[config.mk]
export PLATFORM = sky130hd
export DESIGN_NAME = upper_address_pin_mux
export DESIGN_NICKNAME = d
export VERILOG_FILES = /design/src/hdl/upper_address_pkg.sv /design/src/hdl/upper_address_pin_mux.sv /design/src/hdl/bus_keeper.sv
export SDC_FILE = /design/constraint.sdc
export NUM_CORES = 1
export LEC_CHECK = 0
export ABC_CLOCK_PERIOD_IN_PS = 1500
export BUFFER_PORTS_ARGS = -buffer_cell sky130_fd_sc_hd__buf_2
export CAP_MARGIN = 20
export CORE_MARGIN = 2
export CORE_UTILIZATION = 35
export CTS_BUF_LIST = sky130_fd_sc_hd__clkbuf_8
export DETAILED_ROUTE_END_ITERATION = 12
export PLACE_DENSITY_LB_ADDON = 0.3
export SYNTH_ARGS = -nofsm -noshare
export SYNTH_HDL_FRONTEND = slang
export SYNTH_HIERARCHICAL = 1
export SYNTH_SLANG_ARGS = --single-unit
[constraint.sdc]
create_clock -name sys_clk -period 1.5 [get_ports sys_clk]
set_input_delay 0.225 -clock sys_clk [delete_from_list [all_inputs] [get_ports sys_clk]]
set_output_delay 0.225 -clock sys_clk [all_outputs]
set_load 0.005 [all_outputs]
[src/hdl/upper_address_pkg.sv]
package upper_address_pkg;

   localparam int PIN_COUNT = 4;
   localparam int CLK_COUNT = 2;
   localparam int ADDR_W    = 5;
   localparam int DATA_W    = 32;

   // Register byte offsets
   localparam logic [ADDR_W-1:0] OFS_BUS_CTRL      = 5'h00;
   localparam logic [ADDR_W-1:0] OFS_GPIO_DIR      = 5'h04;
   localparam logic [ADDR_W-1:0] OFS_GPIO_OUT      = 5'h08;
   localparam logic [ADDR_W-1:0] OFS_GPIO_IN       = 5'h0c;
   localparam logic [ADDR_W-1:0] OFS_GLOBAL_CTRL_1 = 5'h10;
   localparam logic [ADDR_W-1:0] OFS_GLOBAL_CTRL_2 = 5'h14;
   localparam logic [ADDR_W-1:0] OFS_STATUS        = 5'h18;
   localparam int                WORD_LSB          = 2;

   // Field positions
   localparam int HOLDER_EN_BIT = 0;
   localparam int CLK_FLOAT_BIT = 0;
   localparam int ST_FUNC_BIT   = 0;
   localparam int ST_LOCKED_BIT = 1;
   localparam int ST_HOLD_BIT   = 2;
   localparam int ST_OFF_BIT    = 3;
   localparam int BYTE0_LANE    = 0;

   // Reset values
   localparam logic                 HOLDER_EN_RST = 1'b1;
   localparam logic [PIN_COUNT-1:0] GPIO_DIR_RST  = 4'h0;
   localparam logic [PIN_COUNT-1:0] GPIO_OUT_RST  = 4'h0;
   localparam logic [PIN_COUNT-1:0] EXT_ADDR_RST  = 4'h0;
   localparam logic [CLK_COUNT-1:0] CLK_FLOAT_RST = 2'h0;
   localparam logic [CLK_COUNT-1:0] CLK_OUT_RST   = 2'h0;
   localparam logic                 KEEP_RST      = 1'b0;

   typedef enum logic [1:0] {
      ST_RESET   = 2'b00,
      ST_GPIO    = 2'b01,
      ST_EXT_MEM = 2'b10
   } mux_state_t;

   typedef struct packed {
      logic                 boot_select_pin;
      logic                 hold_request_n;
      logic                 test_reset_n;
      logic                 emulation_pin_0;
      logic                 emulation_pin_1_float;
      logic [PIN_COUNT-1:0] pad;
   } pin_in_t;

   typedef struct packed {
      logic [PIN_COUNT-1:0] out;
      logic [PIN_COUNT-1:0] oe;
   } pad_drive_t;

endpackage

[src/hdl/upper_address_pin_mux.sv]
// Overview of operation
// - Boot select low at reset gives the four pins to parallel general-purpose I/O bits 3..0.
// - Boot select high at reset gives the four pins to external memory address bits 21..18.
// - The function is fixed on reset release and kept until the next reset.
// - Bus holders are on after reset and software switches them in the bus control register.
// - In general-purpose mode all four lines come out of reset as inputs.
// - In address mode the pins float during reset, then drive zero for one cycle before the address.
// - The pins float while the hold input requests the bus.
// - During hold a memory clock output keeps toggling when its float select is 0.
// - During hold a memory clock output floats when its float select is 1.
// - The pins float in all-float mode: test reset 0, emulation 0 high, emulation 1 low.
// - In general-purpose mode software sets each pin as input or output.
// - Enabled holders keep each line at its last driven level once the bus floats.
`timescale 1ns/1ps
module upper_address_pin_mux (
   input  wire logic                       sys_clk,
   input  wire logic                       reset,
   input  wire logic                       clk_en,
   input  wire logic [4:0]                 avs_address,
   input  wire logic                       avs_read,
   input  wire logic                       avs_write,
   input  wire logic [3:0]                 avs_byteenable,
   input  wire logic [31:0]                avs_writedata,
   output logic [31:0]                     avs_readdata,
   output logic                            avs_waitrequest,
   input  wire upper_address_pkg::pin_in_t pins_in,
   input  wire logic [3:0]                 ext_mem_upper_address,
   output upper_address_pkg::pad_drive_t   pad_drive,
   output logic [3:0]                      holder_oe,
   output logic [3:0]                      holder_level,
   output logic [1:0]                      ext_mem_clock_out,
   output logic [1:0]                      ext_mem_clock_oe,
   output logic                            function_select
);
   import upper_address_pkg::*;

   function automatic logic hit(input logic [ADDR_W-1:0] addr, input logic [ADDR_W-1:0] ofs);
      hit = (addr[ADDR_W-1:WORD_LSB] == ofs[ADDR_W-1:WORD_LSB]);
   endfunction

   // Pin synchronisers
   pin_in_t meta_q;
   pin_in_t meta_d;
   pin_in_t sync_q;
   pin_in_t sync_d;

   always_comb begin
      meta_d = pins_in;
      sync_d = meta_q;
   end

   always_ff @(posedge sys_clk) begin
      if (clk_en) begin
         meta_q <= meta_d;
         sync_q <= sync_d;
      end
   end

   logic hold_s;
   logic off_s;

   assign hold_s = ~sync_q.hold_request_n;
   assign off_s  = ~sync_q.test_reset_n & sync_q.emulation_pin_0 & ~sync_q.emulation_pin_1_float;

   // Boot select sampling; no async reset so it can follow the pin during reset
   logic boot_q;
   logic boot_d;

   always_comb begin
      boot_d = reset ? sync_q.boot_select_pin : boot_q;
   end

   always_ff @(posedge sys_clk) begin
      if (clk_en) begin
         boot_q <= boot_d;
      end
   end

   // Function select state
   mux_state_t state_q;
   mux_state_t state_d;

   always_comb begin
      unique case (state_q)
         ST_RESET:   state_d = boot_q ? ST_EXT_MEM : ST_GPIO;
         ST_GPIO:    state_d = state_q;
         ST_EXT_MEM: state_d = state_q;
         default:    state_d = ST_RESET;
      endcase
   end

   always_ff @(posedge sys_clk or posedge reset) begin
      if (reset) begin
         state_q <= ST_RESET;
      end else if (clk_en) begin
         state_q <= state_d;
      end
   end

   assign function_select = (state_q == ST_EXT_MEM);

   // Avalon slave, one wait state on every access
   logic                 ack_q;
   logic                 ack_d;
   logic                 wr_lane;
   logic [DATA_W-1:0]    rd_value;
   logic [DATA_W-1:0]    readdata_q;
   logic [DATA_W-1:0]    readdata_d;
   logic                 holder_en_q;
   logic                 holder_en_d;
   logic [PIN_COUNT-1:0] dir_q;
   logic [PIN_COUNT-1:0] dir_d;
   logic [PIN_COUNT-1:0] gpio_out_q;
   logic [PIN_COUNT-1:0] gpio_out_d;
   logic [CLK_COUNT-1:0] float_q;
   logic [CLK_COUNT-1:0] float_d;

   assign avs_waitrequest = (avs_read | avs_write) & ~ack_q;
   assign avs_readdata    = readdata_q;
   assign wr_lane         = avs_write & ack_q & avs_byteenable[BYTE0_LANE];

   always_comb begin
      ack_d       = (avs_read | avs_write) & ~ack_q;
      holder_en_d = holder_en_q;
      dir_d       = dir_q;
      gpio_out_d  = gpio_out_q;
      float_d     = float_q;
      rd_value    = '0;
      if (wr_lane && hit(avs_address, OFS_BUS_CTRL)) begin
         holder_en_d = avs_writedata[HOLDER_EN_BIT];
      end
      if (wr_lane && hit(avs_address, OFS_GPIO_DIR)) begin
         dir_d = avs_writedata[PIN_COUNT-1:0];
      end
      if (wr_lane && hit(avs_address, OFS_GPIO_OUT)) begin
         gpio_out_d = avs_writedata[PIN_COUNT-1:0];
      end
      if (wr_lane && hit(avs_address, OFS_GLOBAL_CTRL_1)) begin
         float_d[0] = avs_writedata[CLK_FLOAT_BIT];
      end
      if (wr_lane && hit(avs_address, OFS_GLOBAL_CTRL_2)) begin
         float_d[1] = avs_writedata[CLK_FLOAT_BIT];
      end
      // Unmapped offsets read as zero
      if (hit(avs_address, OFS_BUS_CTRL)) begin
         rd_value[HOLDER_EN_BIT] = holder_en_q;
      end else if (hit(avs_address, OFS_GPIO_DIR)) begin
         rd_value[PIN_COUNT-1:0] = dir_q;
      end else if (hit(avs_address, OFS_GPIO_OUT)) begin
         rd_value[PIN_COUNT-1:0] = gpio_out_q;
      end else if (hit(avs_address, OFS_GPIO_IN)) begin
         rd_value[PIN_COUNT-1:0] = sync_q.pad;
      end else if (hit(avs_address, OFS_GLOBAL_CTRL_1)) begin
         rd_value[CLK_FLOAT_BIT] = float_q[0];
      end else if (hit(avs_address, OFS_GLOBAL_CTRL_2)) begin
         rd_value[CLK_FLOAT_BIT] = float_q[1];
      end else if (hit(avs_address, OFS_STATUS)) begin
         rd_value[ST_FUNC_BIT]   = function_select;
         rd_value[ST_LOCKED_BIT] = (state_q != ST_RESET);
         rd_value[ST_HOLD_BIT]   = hold_s;
         rd_value[ST_OFF_BIT]    = off_s;
      end
      readdata_d = (avs_read && !ack_q) ? rd_value : readdata_q;
   end

   always_ff @(posedge sys_clk or posedge reset) begin
      if (reset) begin
         ack_q       <= 1'b0;
         readdata_q  <= '0;
         holder_en_q <= HOLDER_EN_RST;
         dir_q       <= GPIO_DIR_RST;
         gpio_out_q  <= GPIO_OUT_RST;
         float_q     <= CLK_FLOAT_RST;
      end else if (clk_en) begin
         ack_q       <= ack_d;
         readdata_q  <= readdata_d;
         holder_en_q <= holder_en_d;
         dir_q       <= dir_d;
         gpio_out_q  <= gpio_out_d;
         float_q     <= float_d;
      end
   end

   // Pad drive
   pad_drive_t           pad_q;
   pad_drive_t           pad_d;
   logic [PIN_COUNT-1:0] ext_addr_q;
   logic [PIN_COUNT-1:0] ext_addr_d;

   always_comb begin
      // zero until the function is live
      ext_addr_d = (state_q == ST_EXT_MEM) ? ext_mem_upper_address : EXT_ADDR_RST;
      pad_d.oe   = '0;
      pad_d.out  = '0;
      unique case (state_q)
         ST_RESET:   pad_d.oe = '0;
         ST_GPIO: begin
            pad_d.oe  = dir_q;
            pad_d.out = gpio_out_q;
         end
         ST_EXT_MEM: begin
            pad_d.oe  = '1;
            pad_d.out = ext_addr_q;
         end
         default:    pad_d.oe = '0;
      endcase
      if (hold_s || off_s) begin
         pad_d.oe = '0;
      end
   end

   always_ff @(posedge sys_clk or posedge reset) begin
      if (reset) begin
         pad_q      <= '0;
         ext_addr_q <= EXT_ADDR_RST;
      end else if (clk_en) begin
         pad_q      <= pad_d;
         ext_addr_q <= ext_addr_d;
      end
   end

   assign pad_drive = pad_q;

   // Memory clock outputs, half the core rate
   logic [CLK_COUNT-1:0] clk_q;
   logic [CLK_COUNT-1:0] clk_d;
   logic [CLK_COUNT-1:0] clk_oe_q;
   logic [CLK_COUNT-1:0] clk_oe_d;

   genvar gi;
   generate
      for (gi = 0; gi < CLK_COUNT; gi++) begin : g_clk
         always_comb begin
            clk_d[gi]    = ~clk_q[gi];
            clk_oe_d[gi] = (state_q != ST_RESET) && !off_s && !(hold_s && float_q[gi]);
         end
      end
   endgenerate

   always_ff @(posedge sys_clk or posedge reset) begin
      if (reset) begin
         clk_q    <= CLK_OUT_RST;
         clk_oe_q <= '0;
      end else if (clk_en) begin
         clk_q    <= clk_d;
         clk_oe_q <= clk_oe_d;
      end
   end

   assign ext_mem_clock_out = clk_q;
   assign ext_mem_clock_oe  = clk_oe_q;

   // Holders only act while the pad itself is released
   generate
      for (gi = 0; gi < PIN_COUNT; gi++) begin : g_keep
         bus_keeper u_keeper (
            .sys_clk    (sys_clk),
            .reset      (reset),
            .clk_en     (clk_en),
            .keep_en    (holder_en_q),
            .drive_en   (pad_q.oe[gi]),
            .drive_val  (pad_q.out[gi]),
            .keep_oe    (holder_oe[gi]),
            .keep_level (holder_level[gi])
         );
      end
   endgenerate
endmodule

[src/hdl/bus_keeper.sv]
`timescale 1ns/1ps
module bus_keeper (
   input  wire logic sys_clk,
   input  wire logic reset,
   input  wire logic clk_en,
   input  wire logic keep_en,
   input  wire logic drive_en,
   input  wire logic drive_val,
   output logic      keep_oe,
   output logic      keep_level
);
   import upper_address_pkg::*;

   logic level_q;
   logic level_d;

   always_comb begin
      level_d = drive_en ? drive_val : level_q;
   end

   always_ff @(posedge sys_clk or posedge reset) begin
      if (reset) begin
         level_q <= KEEP_RST;
      end else if (clk_en) begin
         level_q <= level_d;
      end
   end

   // Weak drive only while this pad's own driver is off
   assign keep_oe    = keep_en & ~drive_en;
   assign keep_level = level_q;
endmodule

==> impl_metrics.env <==
export IMPL_cts_htree_levels=3
export IMPL_worst_min_delay_path_startpoint="pins_in[3]"
export IMPL_critPathCaptureType="flop"
export IMPL_routedWlPerCell_um=12.9
export IMPL_antenna_found_initial=0
export IMPL_crit_reg2reg_launch="state_q[1]"
export IMPL_drt_pre_antenna_iters=4
export IMPL_cts_num_sinks=57
export IMPL_average_instance_area_after_synthesis_um2=11.5
export IMPL_vias_in_the_first_global_route=1774
export IMPL_dp_hpwl_um=3730
export IMPL_grt_pass1_wl_um=8800
export IMPL_postLayoutCoreUtil_pct=45.1
export IMPL_post_synth_top_count_cell="sky130_fd_sc_hd__dfrtp_1"
export IMPL_synth_top_cell_area_share_pct=34.5
export IMPL_synth_commonest_cells="sky130_fd_sc_hd__dfrtp_1, sky130_fd_sc_hd__buf_4, sky130_fd_sc_hd__inv_1"
export IMPL_run_status="complete, no violations"
export IMPL_clk_transition_reported_paths_ps=70
export IMPL_power_density_nw_per_um2=1540
export IMPL_max_freq_mhz=675
export IMPL_asyncSetResetFlopFracSynth_pct=66.7
export IMPL_finish_net_count=361
export IMPL_endpoint_of_the_most_critical_setup_path="avs_readdata[0]"
export IMPL_synth_edf_count=19
export IMPL_clock_skew_ps=8.72
export IMPL_timing_setup_critical_path_class="reg2reg"
export IMPL_gr_total_overflow=0
export IMPL_ir_drop_mv=0.782
export IMPL_cts_max_path_buffers=2
export IMPL_io_buffers=51
export IMPL_required_time_of_the_critical_path_ps=1720
export IMPL_fillerInstances=701
export IMPL_grt_max_degree=51
export IMPL_vias=1768
export IMPL_numCtsBuffers=9
export IMPL_maxCapViolations=0
export IMPL_yosys_area_top_type="sky130_fd_sc_hd__dfrtp_1"
export IMPL_wl_um=5210
export IMPL_share_comb_of_total_power_pct=21.6
export IMPL_antenna_left=0
export IMPL_core_area_um2=7330
export IMPL_detailedRoute_firstIterationViolations=101
export IMPL_final_min_period_over_clock_period_pct=98.8
export IMPL_finalWorstPathRequiredPeriod_ps=1480
export IMPL_internal_power_mw=3.76
export IMPL_power_switching_mw=1.34
export IMPL_pin_count=113
export IMPL_layout_area_overhead_vs_synth_pct=23.1
export IMPL_total_power_mw=5.10
export IMPL_swShare_pct=26.2
export IMPL_post_route_drc_count=0
export IMPL_chipHeight_um=91.6
export IMPL_tritoncts="done"
export IMPL_slowest_delay_ps=410
export IMPL_grt_setup_unrepaired="true"
export IMPL_finalHoldViolCount=0
export IMPL_grt_usage_pct=13.7
export IMPL_synth_top_flop_cell="sky130_fd_sc_hd__dfrtp_1"
export IMPL_synth_yosys_warnings=6
export IMPL_area_sequential_um2=1520
export IMPL_final_setup_viol_count=0
export IMPL_synth_seq_area_share_pct=56.7
export IMPL_register_bit_total_from_synthesis=57
export IMPL_insertedDiodeCount=0
export IMPL_p_seq_share_pct=41.6
export IMPL_multiInputGateArea_um2=948
export IMPL_min_delay_path_class="in2reg"
export IMPL_final_layout_size_suffix_gt1_share_pct=34.2
export IMPL_cts_root_buffer_cell="sky130_fd_sc_hd__clkbuf_8"
export IMPL_crit_slowest_cell="sky130_fd_sc_hd__dfrtp_1"
export IMPL_drv_slew=0
export IMPL_initial_utilization_pct=36.6
export IMPL_clkLatencyLatePin_ps=340
export IMPL_timing_critical_path_from_type="flop"
export IMPL_crit_arrival_ps=1710
export IMPL_critical_path_cell_chain="ha_4, mux2_4, a221oi_2, a31oi_1, o31a_1"
export IMPL_r2r_slack_ps=20
export IMPL_worst_path_max_fanout=2
export IMPL_place_gp_congestion=0.792
export IMPL_design_die_area_um2=8390
export IMPL_detail_route_vias_per_cell=4.39
export IMPL_worst_setup_path_startpoint="state_q[1]"
export IMPL_synth_area_um2=2690
export IMPL_synth_cells=234
export IMPL_power_frac_clock_pct=36.7
export IMPL_row_count=31
export IMPL_dieWidth_um=91.6
export IMPL_r2r_worst_path_cells=5
export IMPL_synth_distinct_cells=37
export IMPL_critical_path_reg2reg_endpoint="avs_readdata[0]"
export IMPL_yosys_top_cells_area="sky130_fd_sc_hd__dfrtp_1, sky130_fd_sc_hd__edfxtp_1, sky130_fd_sc_hd__buf_4, sky130_fd_sc_hd__mux2_4, sky130_fd_sc_hd__mux2_2"
export IMPL_total_leakage_power_nw=1.58
[state kept, by name (all words and copies together) (netlist names)]
name	cells
ack_q	1
ext_mem_clock_out	2
ext_addr_q	4
sync_q	9
meta_q	9
pad_drive	8
boot_q	1
float_q	2
state_q	2
ext_mem_clock_oe	2
avs_readdata	4
g_keep.u_keeper/keep_level	4
gpio_out_q	4
dir_q	4
holder_en_q	1
[critical path, delay by kind of cell, from the launching register on]
| kind | cells | cell delay, ps |
|---|---|---|
| mux | 1 | 260 |
| fa+ha+maj | 1 | 170 |
| compound gates | 3 | 540 |
| flops | 1 | 410 |
[placed cells by master, fill, tap and decap left out, drive strengths merged, types with 3 or more instances in the layout]
cell / count
a21oi: 8
a22oi: 4
and2b: 4
buf: 62
bufinv: 4
clkbuf: 9
conb: 28
dfrtp: 37
edfxtp: 19
ha: 3
inv: 25
mux2: 17
nand2: 15
nand2b: 5
nand3: 7
nor2: 7
nor2b: 3
o21ai: 15
o22ai: 8
[cells by family (layout without fill, tap and decap cells)]
family	Yosys count	count (layout)	share of synthesized area (%)
flip-flops	57	57	56.7
adder cells (fa/ha/maj)	3	3	1.40
XOR/XNOR	2	2	0.652
AO/OA/AOI/OAI	42	42	9.55
AND/OR/NAND/NOR	50	50	10.1
other	1	28	0.140
buffers and inverters	60	103	12.5
multiplexers	19	19	8.99
[routing by layer]
metal,part of all wire (%),vias up,global-route usage [%]
li1,-,873,-
met1,45,829,17.7
met2,48,53,21.5
met3,4.4,13,3.20
met4,2.5,0,7.32
met5,0,-,0
[worst min-delay path by stage]
stage,to,slack [ps],depth (start not counted)
detailed placement,g_keep[0].u_keeper/keep_level,120,2
floorplan,g_keep[0].u_keeper/keep_level,-50,1
finish,meta_q[3],60,1
CTS,meta_q[3],40,1
global placement,g_keep[1].u_keeper/keep_level,120,2
global route,meta_q[2],40,1
[power groups by stage]
stage	Sequential (mW)	Clock (mW)	Combinational [mW]
6_report	2.12	1.87	1.10
5_1_grt	2.17	2.00	1.25
3_5_place_dp	2.15	0	1.05
2_1_floorplan	2.12	0	0.674
4_1_cts	2.13	1.91	1.07
3_3_place_gp	2.14	0	1.03
[final cells by class]
class                      instances  share of cell area, %
clock buffer                       9                   3.74
clock inverter                     7                   4.08
inverter                          24                   2.72
multi-input combinational        144                   28.7
sequential                        57                   46.0
tap                               99                   3.74
timing repair buffer              63                   11.0
[metrics by stage]
step                      setup TNS, ps  setup slack (ps)  cells  hold WS (ps)  instance area, um2
after floorplan                       0              16.4    261         -46.3                2790
after global placement                0              6.73    383           119                3000
after detailed placement          -9.99             -9.99    383           123                3000
after CTS                             0              5.45    401          42.8                3280
after global routing              -32.5             -32.5    403          36.5                3310
final                                 0              17.8    403          58.3                3310
[repair_timing]
action	in CTS	in global routing
gates resized for setup	2	2
hold endpoints to repair	4	0
hold buffers	1	0
setup endpoints to repair	2	1
pin swaps	1	1
setup buffers	1	2
Note: power is estimated with default switching activity, not from simulation.
